[src/core/pcc_map.svh]
// addresses, field positions, reset values and timing of the cross check outputs
// assumes a 32-bit word register port with byte addresses
`ifndef PCC_MAP_SVH
`define PCC_MAP_SVH
// register byte addresses
`define PCC_A_CTRL 8'h00
`define PCC_A_OFFS 8'h04
`define PCC_A_TOL1 8'h08
`define PCC_A_TOL2 8'h0c
`define PCC_A_TOL3 8'h10
`define PCC_A_WARN 8'h14
`define PCC_A_STATE 8'h18
`define PCC_A_DEV 8'h1c
`define PCC_A_ISTAT 8'h20
`define PCC_A_IMASK 8'h24
// control fields
`define PCC_F_MODE 1:0
`define PCC_F_DLY1 6:4
`define PCC_F_DLY2 10:8
`define PCC_CTRL_RST 32'h0000_0000
`define PCC_TOL_RST 32'h0000_0000
// event bits
`define PCC_EV_FAIL 0
`define PCC_EV_WARN 1
`define PCC_EV_RECOV 2
`define PCC_EV_W 3
// timing
`define PCC_CLK_MHZ 200
`define PCC_CYCLE_US 4000
`define PCC_RECOV_MS 1000
`endif

[src/core/pcc_pkg.sv]
// types shared by the cross check output stage
// assumes pcc_map.svh for all numbers
package pcc_pkg;
  // one motion record
  typedef struct packed {
    logic signed [31:0] abs_pos;
    logic signed [31:0] rel_pos;
    logic signed [15:0] speed;
    logic abs_valid;
    logic rel_valid;
    logic abs_reliable;
    logic rel_reliable;
    logic spd_reliable;
  } motion_t;
  // comparison mode
  typedef enum logic [1:0] {MODE_OFF = 2'h0, MODE_SAME = 2'h1, MODE_OPP = 2'h2,
    MODE_REL = 2'h3} mode_t;
  // run sequencing, gray along idle-init-run
  typedef enum logic [1:0] {ST_IDLE = 2'h0, ST_INIT = 2'h1, ST_RUN = 2'h3} run_st_t;
endpackage

[src/core/motion_if.sv]
// carrier for one motion record between the output stage and its delay line
// assumes pcc_pkg compiled before
`timescale 1ns/10ps
interface motion_if;
  import pcc_pkg::*;
  motion_t rec; // the record
  modport source (output rec);
  modport sink (input rec);
endinterface

[src/core/motion_delay.sv]
// programmable delay line for one motion record, stepped once per logic cycle
// assumes step is a one-cycle enable pulse
`timescale 1ns/10ps
module motion_delay #(
  parameter int DEPTH = 7
) (
  input wire logic clk,
  input wire logic sys_rst,
  input wire logic step,
  input wire logic flush,
  input wire logic [2:0] sel,
  input pcc_pkg::motion_t din,
  motion_if.source dout
);
  import pcc_pkg::*;
  motion_t line_r [DEPTH]; // stages
  // ---------------------------------------------
  // shift stages on each logic cycle
  // ---------------------------------------------
  always_ff @(posedge clk or posedge sys_rst)
  begin
    if (sys_rst)
    begin
      for (int i = 0; i < DEPTH; i++) line_r[i] <= '0;
    end
    else if (flush)
    begin
      for (int i = 0; i < DEPTH; i++) line_r[i] <= '0;
    end
    else if (step)
    begin
      line_r[0] <= din;
      for (int i = 1; i < DEPTH; i++) line_r[i] <= line_r[i-1];
    end
  end
  // zero selects the live record
  assign dout.rec = (sel == 3'h0) ? din : line_r[int'(sel) - 1];
endmodule // motion_delay

[src/core/dual_encoder_compare_outputs.sv]
// output stage of a two-source position cross check
// assumes records synchronous to clk and a run level from the controller
// Functional notes
// - forward first record if valid, else second
// - reliability flags follow cross check result
// - configurable delay of the forwarded values
// - status low when deviation exceeds tolerance
// - status back high after one second
// - invalid relative position forces status high
// - run entry sets status and warning high
// - check done rises on first comparison
// - check done low while relative invalid
// - reset possible output shows acceptance
// - warning low when deviation exceeds limit
// - warning high again without delay
// - absolute pass marks all reliable, relative two
// - reset acts on rising edge only
// - tolerance two or three when enabled
// - inhibit suppresses failure diagnostic event
`include "pcc_map.svh"
`timescale 1ns/10ps
module dual_encoder_compare_outputs #(
  parameter int DLY_DEPTH = 7,
  parameter int CYCLE_CLKS = `PCC_CYCLE_US * `PCC_CLK_MHZ,
  parameter int RECOV_CLKS = `PCC_RECOV_MS * 1000 * `PCC_CLK_MHZ
) (
  input wire logic clk,
  input wire logic sys_rst,
  input wire logic run,
  input pcc_pkg::motion_t mot_in1,
  input pcc_pkg::motion_t mot_in2,
  input wire logic inhibit_err,
  input wire logic reset_req,
  input wire logic tol2_en,
  input wire logic tol3_en,
  input wire logic [7:0] reg_addr,
  input wire logic [31:0] reg_wdata,
  input wire logic reg_wr,
  input wire logic reg_rd,
  output logic [31:0] reg_rdata,
  output pcc_pkg::motion_t mot_out,
  output logic cmp_status,
  output logic warn_status,
  output logic check_done,
  output logic reset_possible,
  output logic irq
);
  import pcc_pkg::*;
  localparam logic [31:0] CYC_LAST = 32'(CYCLE_CLKS - 1);
  localparam logic [31:0] REC_LAST = 32'(RECOV_CLKS - 1);
  // ---------------------------------------------
  // registers and state
  // ---------------------------------------------
  logic [31:0] ctrl_r; // mode and delays
  logic [31:0] offs_r; // constant difference or total
  logic [31:0] tol1_r; // permanent tolerance
  logic [31:0] tol2_r; // first increased tolerance
  logic [31:0] tol3_r; // second increased tolerance
  logic [31:0] warn_r; // warning limit
  logic [`PCC_EV_W-1:0] istat_r; // sticky events
  logic [`PCC_EV_W-1:0] istat_nxt;
  logic [`PCC_EV_W-1:0] imask_r; // event mask
  logic [31:0] cyc_cnt_r; // logic cycle divider
  logic [31:0] rec_cnt_r; // recovery timer
  logic signed [31:0] rel_base_r; // relative reference
  logic in_tol_r; // last deviation within tolerance
  logic rst_req_r; // previous reset request
  run_st_t st_r;
  run_st_t st_nxt;
  logic [31:0] dev_r; // last deviation
  // ---------------------------------------------
  // logic cycle and run sequencing
  // ---------------------------------------------
  wire cycle_en = (cyc_cnt_r == CYC_LAST);
  wire run_entry = (st_r == ST_INIT);
  wire running = (st_r == ST_RUN);
  // divider for the logic cycle
  always_ff @(posedge clk or posedge sys_rst)
  begin
    if (sys_rst)
      cyc_cnt_r <= 32'h0;
    else
      cyc_cnt_r <= cycle_en ? 32'h0 : cyc_cnt_r + 32'h1;
  end
  // idle until run, one init cycle on entry
  always_comb
  begin
    st_nxt = st_r;
    case (st_r)
      ST_IDLE: st_nxt = run ? ST_INIT : ST_IDLE;
      ST_INIT: st_nxt = run ? ST_RUN : ST_IDLE;
      ST_RUN: st_nxt = run ? ST_RUN : ST_IDLE;
      default: st_nxt = ST_IDLE;
    endcase
  end
  // state register
  always_ff @(posedge clk or posedge sys_rst)
  begin
    if (sys_rst)
      st_r <= ST_IDLE;
    else
      st_r <= st_nxt;
  end
  // ---------------------------------------------
  // input delay
  // ---------------------------------------------
  motion_if m1_if ();
  motion_if m2_if ();
  motion_delay #(.DEPTH(DLY_DEPTH)) u_dly1 (
    .clk(clk),
    .sys_rst(sys_rst),
    .step(cycle_en),
    .flush(run_entry),
    .sel(ctrl_r[`PCC_F_DLY1]),
    .din(mot_in1),
    .dout(m1_if.source)
  );
  motion_delay #(.DEPTH(DLY_DEPTH)) u_dly2 (
    .clk(clk),
    .sys_rst(sys_rst),
    .step(cycle_en),
    .flush(run_entry),
    .sel(ctrl_r[`PCC_F_DLY2]),
    .din(mot_in2),
    .dout(m2_if.source)
  );
  wire motion_t m1 = m1_if.rec;
  wire motion_t m2 = m2_if.rec;
  // ---------------------------------------------
  // comparison
  // ---------------------------------------------
  wire mode_t mode = mode_t'(ctrl_r[`PCC_F_MODE]);
  wire both_rel = m1.rel_valid && m2.rel_valid;
  wire abs_mode = (mode == MODE_SAME) || (mode == MODE_OPP);
  // absolute check needs both absolute positions
  wire abs_chk = abs_mode && m1.abs_valid && m2.abs_valid && both_rel;
  // relative check when absolute cannot run
  wire rel_chk = (mode != MODE_OFF) && both_rel && !abs_chk;
  wire cmp_run = abs_chk || rel_chk;
  // difference or total against the constant
  wire signed [31:0] abs_raw = (mode == MODE_OPP) ? (m1.abs_pos + m2.abs_pos - offs_r)
    : (m1.abs_pos - m2.abs_pos - offs_r);
  wire signed [31:0] rel_diff = (mode == MODE_OPP) ? (m1.rel_pos + m2.rel_pos)
    : (m1.rel_pos - m2.rel_pos);
  // first check after a gap rebases, so it never sees a stale reference
  wire signed [31:0] rel_raw = check_done ? (rel_diff - rel_base_r) : 32'sh0;
  wire signed [31:0] dev_raw = abs_chk ? abs_raw : rel_raw;
  wire [31:0] dev = dev_raw[31] ? 32'(-dev_raw) : dev_raw;
  // tolerance selection
  wire [31:0] tol = tol3_en ? tol3_r : (tol2_en ? tol2_r : tol1_r);
  wire over_tol = dev > tol;
  wire over_warn = dev > warn_r;
  // fresh rising edge of the reset request
  wire rst_edge = reset_req && !rst_req_r;
  wire rst_act = rst_edge && reset_possible;
  wire eval = running && cycle_en && cmp_run;
  // acceptance of a reset: comparison live
  assign reset_possible = running && both_rel && (mode != MODE_OFF);
  // ---------------------------------------------
  // status outputs
  // ---------------------------------------------
  // fault status with recovery delay
  always_ff @(posedge clk or posedge sys_rst)
  begin
    if (sys_rst)
    begin
      cmp_status <= 1'b1;
      rec_cnt_r <= 32'h0;
      in_tol_r <= 1'b1;
    end
    else if (run_entry || rst_act || (running && cycle_en && !both_rel))
    begin
      cmp_status <= 1'b1;
      rec_cnt_r <= 32'h0;
      in_tol_r <= 1'b1;
    end
    else if (eval && over_tol)
    begin
      cmp_status <= 1'b0;
      rec_cnt_r <= 32'h0;
      in_tol_r <= 1'b0;
    end
    else
    begin
      if (eval)
        in_tol_r <= 1'b1;
      // count while back in tolerance
      if (!cmp_status && (in_tol_r || eval))
      begin
        if (rec_cnt_r == REC_LAST)
        begin
          cmp_status <= 1'b1;
          rec_cnt_r <= 32'h0;
        end
        else
          rec_cnt_r <= rec_cnt_r + 32'h1;
      end
    end
  end
  // warning status, no delay on return
  always_ff @(posedge clk or posedge sys_rst)
  begin
    if (sys_rst)
      warn_status <= 1'b1;
    else if (run_entry)
      warn_status <= 1'b1;
    else if (eval)
      warn_status <= !over_warn;
  end
  // comparison done flag
  always_ff @(posedge clk or posedge sys_rst)
  begin
    if (sys_rst)
      check_done <= 1'b0;
    else if (!running)
      check_done <= 1'b0;
    else if (cycle_en && !both_rel)
      check_done <= 1'b0;
    else if (eval)
      check_done <= 1'b1;
  end
  // relative reference, rebased on first check and on reset
  always_ff @(posedge clk or posedge sys_rst)
  begin
    if (sys_rst)
      rel_base_r <= 32'sh0;
    else if (rst_act || (eval && !check_done))
      rel_base_r <= rel_diff;
  end
  // reset request edge memory and last deviation
  always_ff @(posedge clk or posedge sys_rst)
  begin
    if (sys_rst)
    begin
      rst_req_r <= 1'b0;
      dev_r <= 32'h0;
    end
    else
    begin
      rst_req_r <= reset_req;
      if (eval)
        dev_r <= dev;
    end
  end
  // ---------------------------------------------
  // forwarded record
  // ---------------------------------------------
  wire motion_t fwd = m1.rel_valid ? m1 : m2;
  wire abs_pass = abs_chk && !over_tol;
  wire any_pass = cmp_run && !over_tol;
  // record with reliability from the check
  always_ff @(posedge clk or posedge sys_rst)
  begin
    if (sys_rst)
      mot_out <= '0;
    else if (!running)
      mot_out <= '0;
    else if (cycle_en)
    begin
      mot_out <= fwd;
      mot_out.abs_reliable <= abs_pass;
      mot_out.rel_reliable <= any_pass;
      mot_out.spd_reliable <= any_pass;
    end
  end
  // ---------------------------------------------
  // register port
  // ---------------------------------------------
  wire rd_istat = reg_rd && (reg_addr == `PCC_A_ISTAT);
  wire ev_fail = eval && over_tol && !inhibit_err;
  wire ev_warn = eval && over_warn && warn_status;
  wire ev_recov = running && !cmp_status && (rec_cnt_r == REC_LAST);
  wire [`PCC_EV_W-1:0] ev_vec = {ev_recov, ev_warn, ev_fail};
  wire [31:0] state_word = {28'h0, reset_possible, check_done, warn_status, cmp_status};
  // events win over the read clear
  assign istat_nxt = (rd_istat ? '0 : istat_r) | ev_vec;
  assign irq = |(istat_r & imask_r);
  // writes
  always_ff @(posedge clk or posedge sys_rst)
  begin
    if (sys_rst)
    begin
      ctrl_r <= `PCC_CTRL_RST;
      offs_r <= `PCC_TOL_RST;
      tol1_r <= `PCC_TOL_RST;
      tol2_r <= `PCC_TOL_RST;
      tol3_r <= `PCC_TOL_RST;
      warn_r <= `PCC_TOL_RST;
      imask_r <= '0;
      istat_r <= '0;
    end
    else
    begin
      istat_r <= istat_nxt;
      if (reg_wr && reg_addr == `PCC_A_CTRL)
        ctrl_r <= reg_wdata;
      else if (reg_wr && reg_addr == `PCC_A_OFFS)
        offs_r <= reg_wdata;
      else if (reg_wr && reg_addr == `PCC_A_TOL1)
        tol1_r <= reg_wdata;
      else if (reg_wr && reg_addr == `PCC_A_TOL2)
        tol2_r <= reg_wdata;
      else if (reg_wr && reg_addr == `PCC_A_TOL3)
        tol3_r <= reg_wdata;
      else if (reg_wr && reg_addr == `PCC_A_WARN)
        warn_r <= reg_wdata;
      else if (reg_wr && reg_addr == `PCC_A_IMASK)
        imask_r <= reg_wdata[`PCC_EV_W-1:0];
    end
  end
  // read mux, unmapped reads zero
  logic [31:0] rd_mux;
  always_comb
  begin
    rd_mux = 32'h0;
    if (reg_addr == `PCC_A_CTRL) rd_mux = ctrl_r;
    else if (reg_addr == `PCC_A_OFFS) rd_mux = offs_r;
    else if (reg_addr == `PCC_A_TOL1) rd_mux = tol1_r;
    else if (reg_addr == `PCC_A_TOL2) rd_mux = tol2_r;
    else if (reg_addr == `PCC_A_TOL3) rd_mux = tol3_r;
    else if (reg_addr == `PCC_A_WARN) rd_mux = warn_r;
    else if (reg_addr == `PCC_A_STATE) rd_mux = state_word;
    else if (reg_addr == `PCC_A_DEV) rd_mux = dev_r;
    else if (reg_addr == `PCC_A_ISTAT) rd_mux = {29'h0, istat_r};
    else if (reg_addr == `PCC_A_IMASK) rd_mux = {29'h0, imask_r};
  end
  // read data one cycle after the strobe
  always_ff @(posedge clk or posedge sys_rst)
  begin
    if (sys_rst)
      reg_rdata <= 32'h0;
    else
      reg_rdata <= reg_rd ? rd_mux : 32'h0;
  end
endmodule // dual_encoder_compare_outputs

[config.mk]
export PLATFORM = sky130hd
export DESIGN_NAME = dual_encoder_compare_outputs
export DESIGN_NICKNAME = d
export VERILOG_FILES = /design/src/core/pcc_pkg.sv /design/src/core/motion_if.sv /design/src/core/motion_delay.sv /design/src/core/dual_encoder_compare_outputs.sv
export VERILOG_INCLUDE_DIRS = /design/src /design/src/core
export SDC_FILE = /design/constraint.sdc
export NUM_CORES = 2
export LEC_CHECK = 0
export BUFFER_PORTS_ARGS = -buffer_cell sky130_fd_sc_hd__buf_2
export CELL_PAD_IN_SITES_DETAIL_PLACEMENT = 1
export CELL_PAD_IN_SITES_GLOBAL_PLACEMENT = 1
export CORE_UTILIZATION = 40
export DETAILED_ROUTE_END_ITERATION = 10
export HOLD_SLACK_MARGIN = 0.12
export PLACE_DENSITY_LB_ADDON = 0.1
export SETUP_SLACK_MARGIN = 0.02
export SLEW_MARGIN = 20
export SYNTH_ARGS = -nofsm -noshare
export SYNTH_HDL_FRONTEND = slang
export SYNTH_SLANG_ARGS = --single-unit
export TNS_END_PERCENT = 1
[constraint.sdc]
create_clock -name clk -period 116.2 [get_ports clk]
set_input_delay 17.43 -clock clk [delete_from_list [all_inputs] [get_ports clk]]
set_output_delay 17.43 -clock clk [all_outputs]
set_load 0.02 [all_outputs]
==> run_results.csv <==
group,metric,value,unit
synth,ys_seq_elements,1597,
sta,skew,37.9,ps
floorplanning,rows,170,
floorplanning,start_util,40.3,%
placement,numPlacedInstances,12300,
job,max-cap-violations,0,
setup_path,cp_num_buf_inv,3,
grt,antenna_found_initial,30,
synth,synth-simple-area-share,16.9,%
clock_tree,cts_buffers,186,
detailed_routing,vias,72800,
pwr,powerDensity,15.9,mW/mm^2
detailed_routing,routedWlPerCell,23.7,um
sta,worstMarginPinSlew,1270,ps
synth,syn_inst,9673,
sta,max_slew_margin,15.4,%
placement,port_buffers,334,
sta,slew_viol_final,0,
finish,final_cell_mix,"2660 x nand2_1, 1592 x dfrtp_1, 1553 x a21oi_1",
synth,synth_top_family_by_area,"simple AND/OR/NAND/NOR gates",
detailed_routing,drt-initial-drc-count,5732,
pwr,ir_drop,0.0159,mV
floorplanning,die_area,0.219,mm^2
clock_tree,clock-root-buffer,"clkbuf_16",
setup_path,startpoint_type,"input pin",
sta,period_share,31.3,%
floorplanning,die_w,468,um
synth,muxShareOfSynthArea,10.0,%
floorplanning,core,0.215,mm^2
finish,drive_gt1_share,14.5,%
synth,syn-cell-area,0.0868,mm^2
sta,final-setup-viol-count,0,
detailed_routing,detail_route.drc_violations,0,
synth,avgSynthCellArea,8.98,um^2
finish,layout_commonest_cell,"nand2_1",
pwr,totalPowerFinal,1540,uW
grt,grt_max_degree,241,
setup_path,cp.arrival,18970,ps
grt,grt_overflow,0,
setup_path,cp-end-kind,"output pin",
sta,fin_tns_setup,0,ps
clock_tree,cts.clk_slew.worst_paths,60,ps
setup_path,crit_family,"simple AND/OR/NAND/NOR gates",
setup_path,cpPeakStageDelay,540,ps
synth,synth-main-ff-cell,"dfrtp_1",
synth,syn_nets,10200,
grt,grt_usage,27.2,%
sta,min_period,36400,ps
clock_tree,clock-sinks,1597,
clock_tree,tritoncts,"done",
clock_tree,post_cts_resize_count,0,
clock_tree,htree_levels,4,
synth,synth_enable_flop_cells,0,
synth,yosysWarnings,0,
setup_path,path_cells,"buf_2 -> nand2_1 -> o31ai_2 -> nand2_1 -> or3_1 -> inv_1 -> buf_2",
synth,yosysSeqAreaShare,46.0,%
clock_tree,cts_setup_buffers,0,
finish,fin_cells,12600,
synth,async_flop_share,100,%
synth,synth-xor-area-share,1.91,%
finish,num-fill-cells,24600,
synth,synth_compound_area_share,16.7,%
status,status,"complete, no violations",
clock_tree,cts_buffer_depth,3,
clock_tree,clock_latency,860,ps
synth,synth_cell_types,86,
sta,hold_violations,0,
sta,max_freq,0.0275,GHz
finish,synthToLayoutAreaGrowth,12.0,%
floorplanning,die_h,468,um
placement,gp_congestion,0.888,
pwr,p_leak,0.0418,uW
finish,utilization,45.2,%
detailed_routing,first_pass_iters,6,
finish,fin_nets,10100,
worst_hold_path,hold_path.class,"flop to flop",
detailed_routing,drt_wl_total,300000,um
setup_path,path_class,"input pin to output pin",
synth,synth-adder-area-share,4.36,%
floorplanning,ios,341,
sta,rsz0062_at_grt,"false",
setup_path,critical_path_required,98770,ps
placement,dp_hpwl,195000,um
detailed_routing,vias_per_cell,5.76,
detailed_routing,antenna_left,0,
setup_path,path_max_fanout,4,
clock_tree,hold_buffers,0,
grt,grt_pass1_vias,74800,
setup_path,slowest_stage,"or3_1",
grt,grt_first_pass_wirelength,463000,um
[power breakdown]
group	internal, uW	switching (uW)	total, uW	leakage (uW)
registers	560	4.57	565	0.0222
logic	124	241	365	0.0165
clock network	362	252	614	0.00312
total	1050	498	1540	0.0418
[through the flow]
step	instance area, um^2	hold slack (ps)	setup slack, ps
final	97200	479	79800
after global routing	97200	491	79750
after CTS	97200	479	79790
after detailed placement	90900	464	79790
after global placement	90900	461	79790
after floorplan	86800	439	53710
[path summary, 6_finish.rpt]
path                                   start                 end  slack (ps)  cells past startpoint
max in group asynchronous            sys_rst  u_dly1.line_r[304]       94270                      8
min in group asynchronous            sys_rst  u_dly2.line_r[493]       16750                      2
worst min register to register  cyc_cnt_r[4]        cyc_cnt_r[4]         480                      1
worst min-delay path            cyc_cnt_r[4]        cyc_cnt_r[4]         480                      1
worst max-delay path              mot_in2[3]      reset_possible       79800                      7
worst max register to register     ctrl_r[8]        rec_cnt_r[0]      100740                     52
[area by class of cell]
cell class,count,area (um^2),area share [%]
sequential,1597,40000,41.1
timing repair buffer,487,2970,3.05
multi-input combinational,7133,43500,44.7
inverter,242,916,0.942
tap,2838,3550,3.65
clock inverter,57,807,0.830
clock buffer,277,5520,5.68
antenna,11,27.5,0.0283
[Yosys cell counts, drive strengths merged (24+ instances only)]
cell | n | share of area [%]
mux4 | 164 | 4.3
nand2 | 2662 | 12
nand4 | 40 | 0.29
buf | 96 | 0.49
a31oi | 39 | 0.28
fa | 64 | 1.5
and3 | 48 | 0.35
xor2 | 57 | 0.58
o31a | 24 | 0.24
a221oi | 151 | 1.5
nand2b | 40 | 0.29
nor3 | 101 | 0.58
dfrtp | 1594 | 46
clkbuf | 605 | 2.6
ha | 200 | 2.9
a211oi | 50 | 0.43
nor2 | 462 | 2.0
o31ai | 28 | 0.25
nor2b | 54 | 0.39
nand3 | 82 | 0.47
o21ai | 270 | 1.6
xnor2 | 127 | 1.3
a21o | 77 | 0.67
a21oi | 1555 | 9.0
a221o | 61 | 0.70
mux2i | 48 | 0.55
inv | 241 | 1.0
mux2 | 401 | 5.2
o211ai | 47 | 0.41
[registers in the layout (all words and copies together), names as in the netlist, 2 cells and up]
register	cells
cyc_cnt_r	32
st_r	2
offs_r	32
ctrl_r	32
rec_cnt_r	32
u_dly2.line_r	574
imask_r	3
rel_base_r	32
warn_r	32
istat_r	3
dev_r	32
mot_out	84
u_dly1.line_r	574
tol2_r	32
tol1_r	32
reg_rdata	32
tol3_r	32
[worst reg2reg max path: cells and delay by family, from the launching register on]
kind            cells  cell delay, ps
compound gates     26            7420
mux                 2             710
flops               1             760
xor+xnor            3             670
buf+inv             4            1890
fa+ha+maj           4            1830
simple gates       13            2040
[routing by layer]
metal  global-route usage (%)  vias up  wire, um
met4                     8.61       32      9440
met5                        0        -       207
li1                         -    33300         -
met2                     43.9     1455    140000
met3                     4.01      408     14600
met1                     37.6    37600    135000
[cell families (layout without fill, tap and decap cells)]
| kind of cell | count (synthesis) | count (layout) |
|---|---|---|
| XOR/XNOR | 185 | 185 |
| multiplexers | 613 | 613 |
| other | 0 | 11 |
| buffers and inverters | 943 | 1063 |
| adder cells (fa/ha/maj) | 264 | 264 |
| AO/OA/AOI/OAI | 2469 | 2469 |
| AND/OR/NAND/NOR | 3602 | 3602 |
| flip-flops | 1597 | 1597 |
Power figures use the tool's default switching activity.
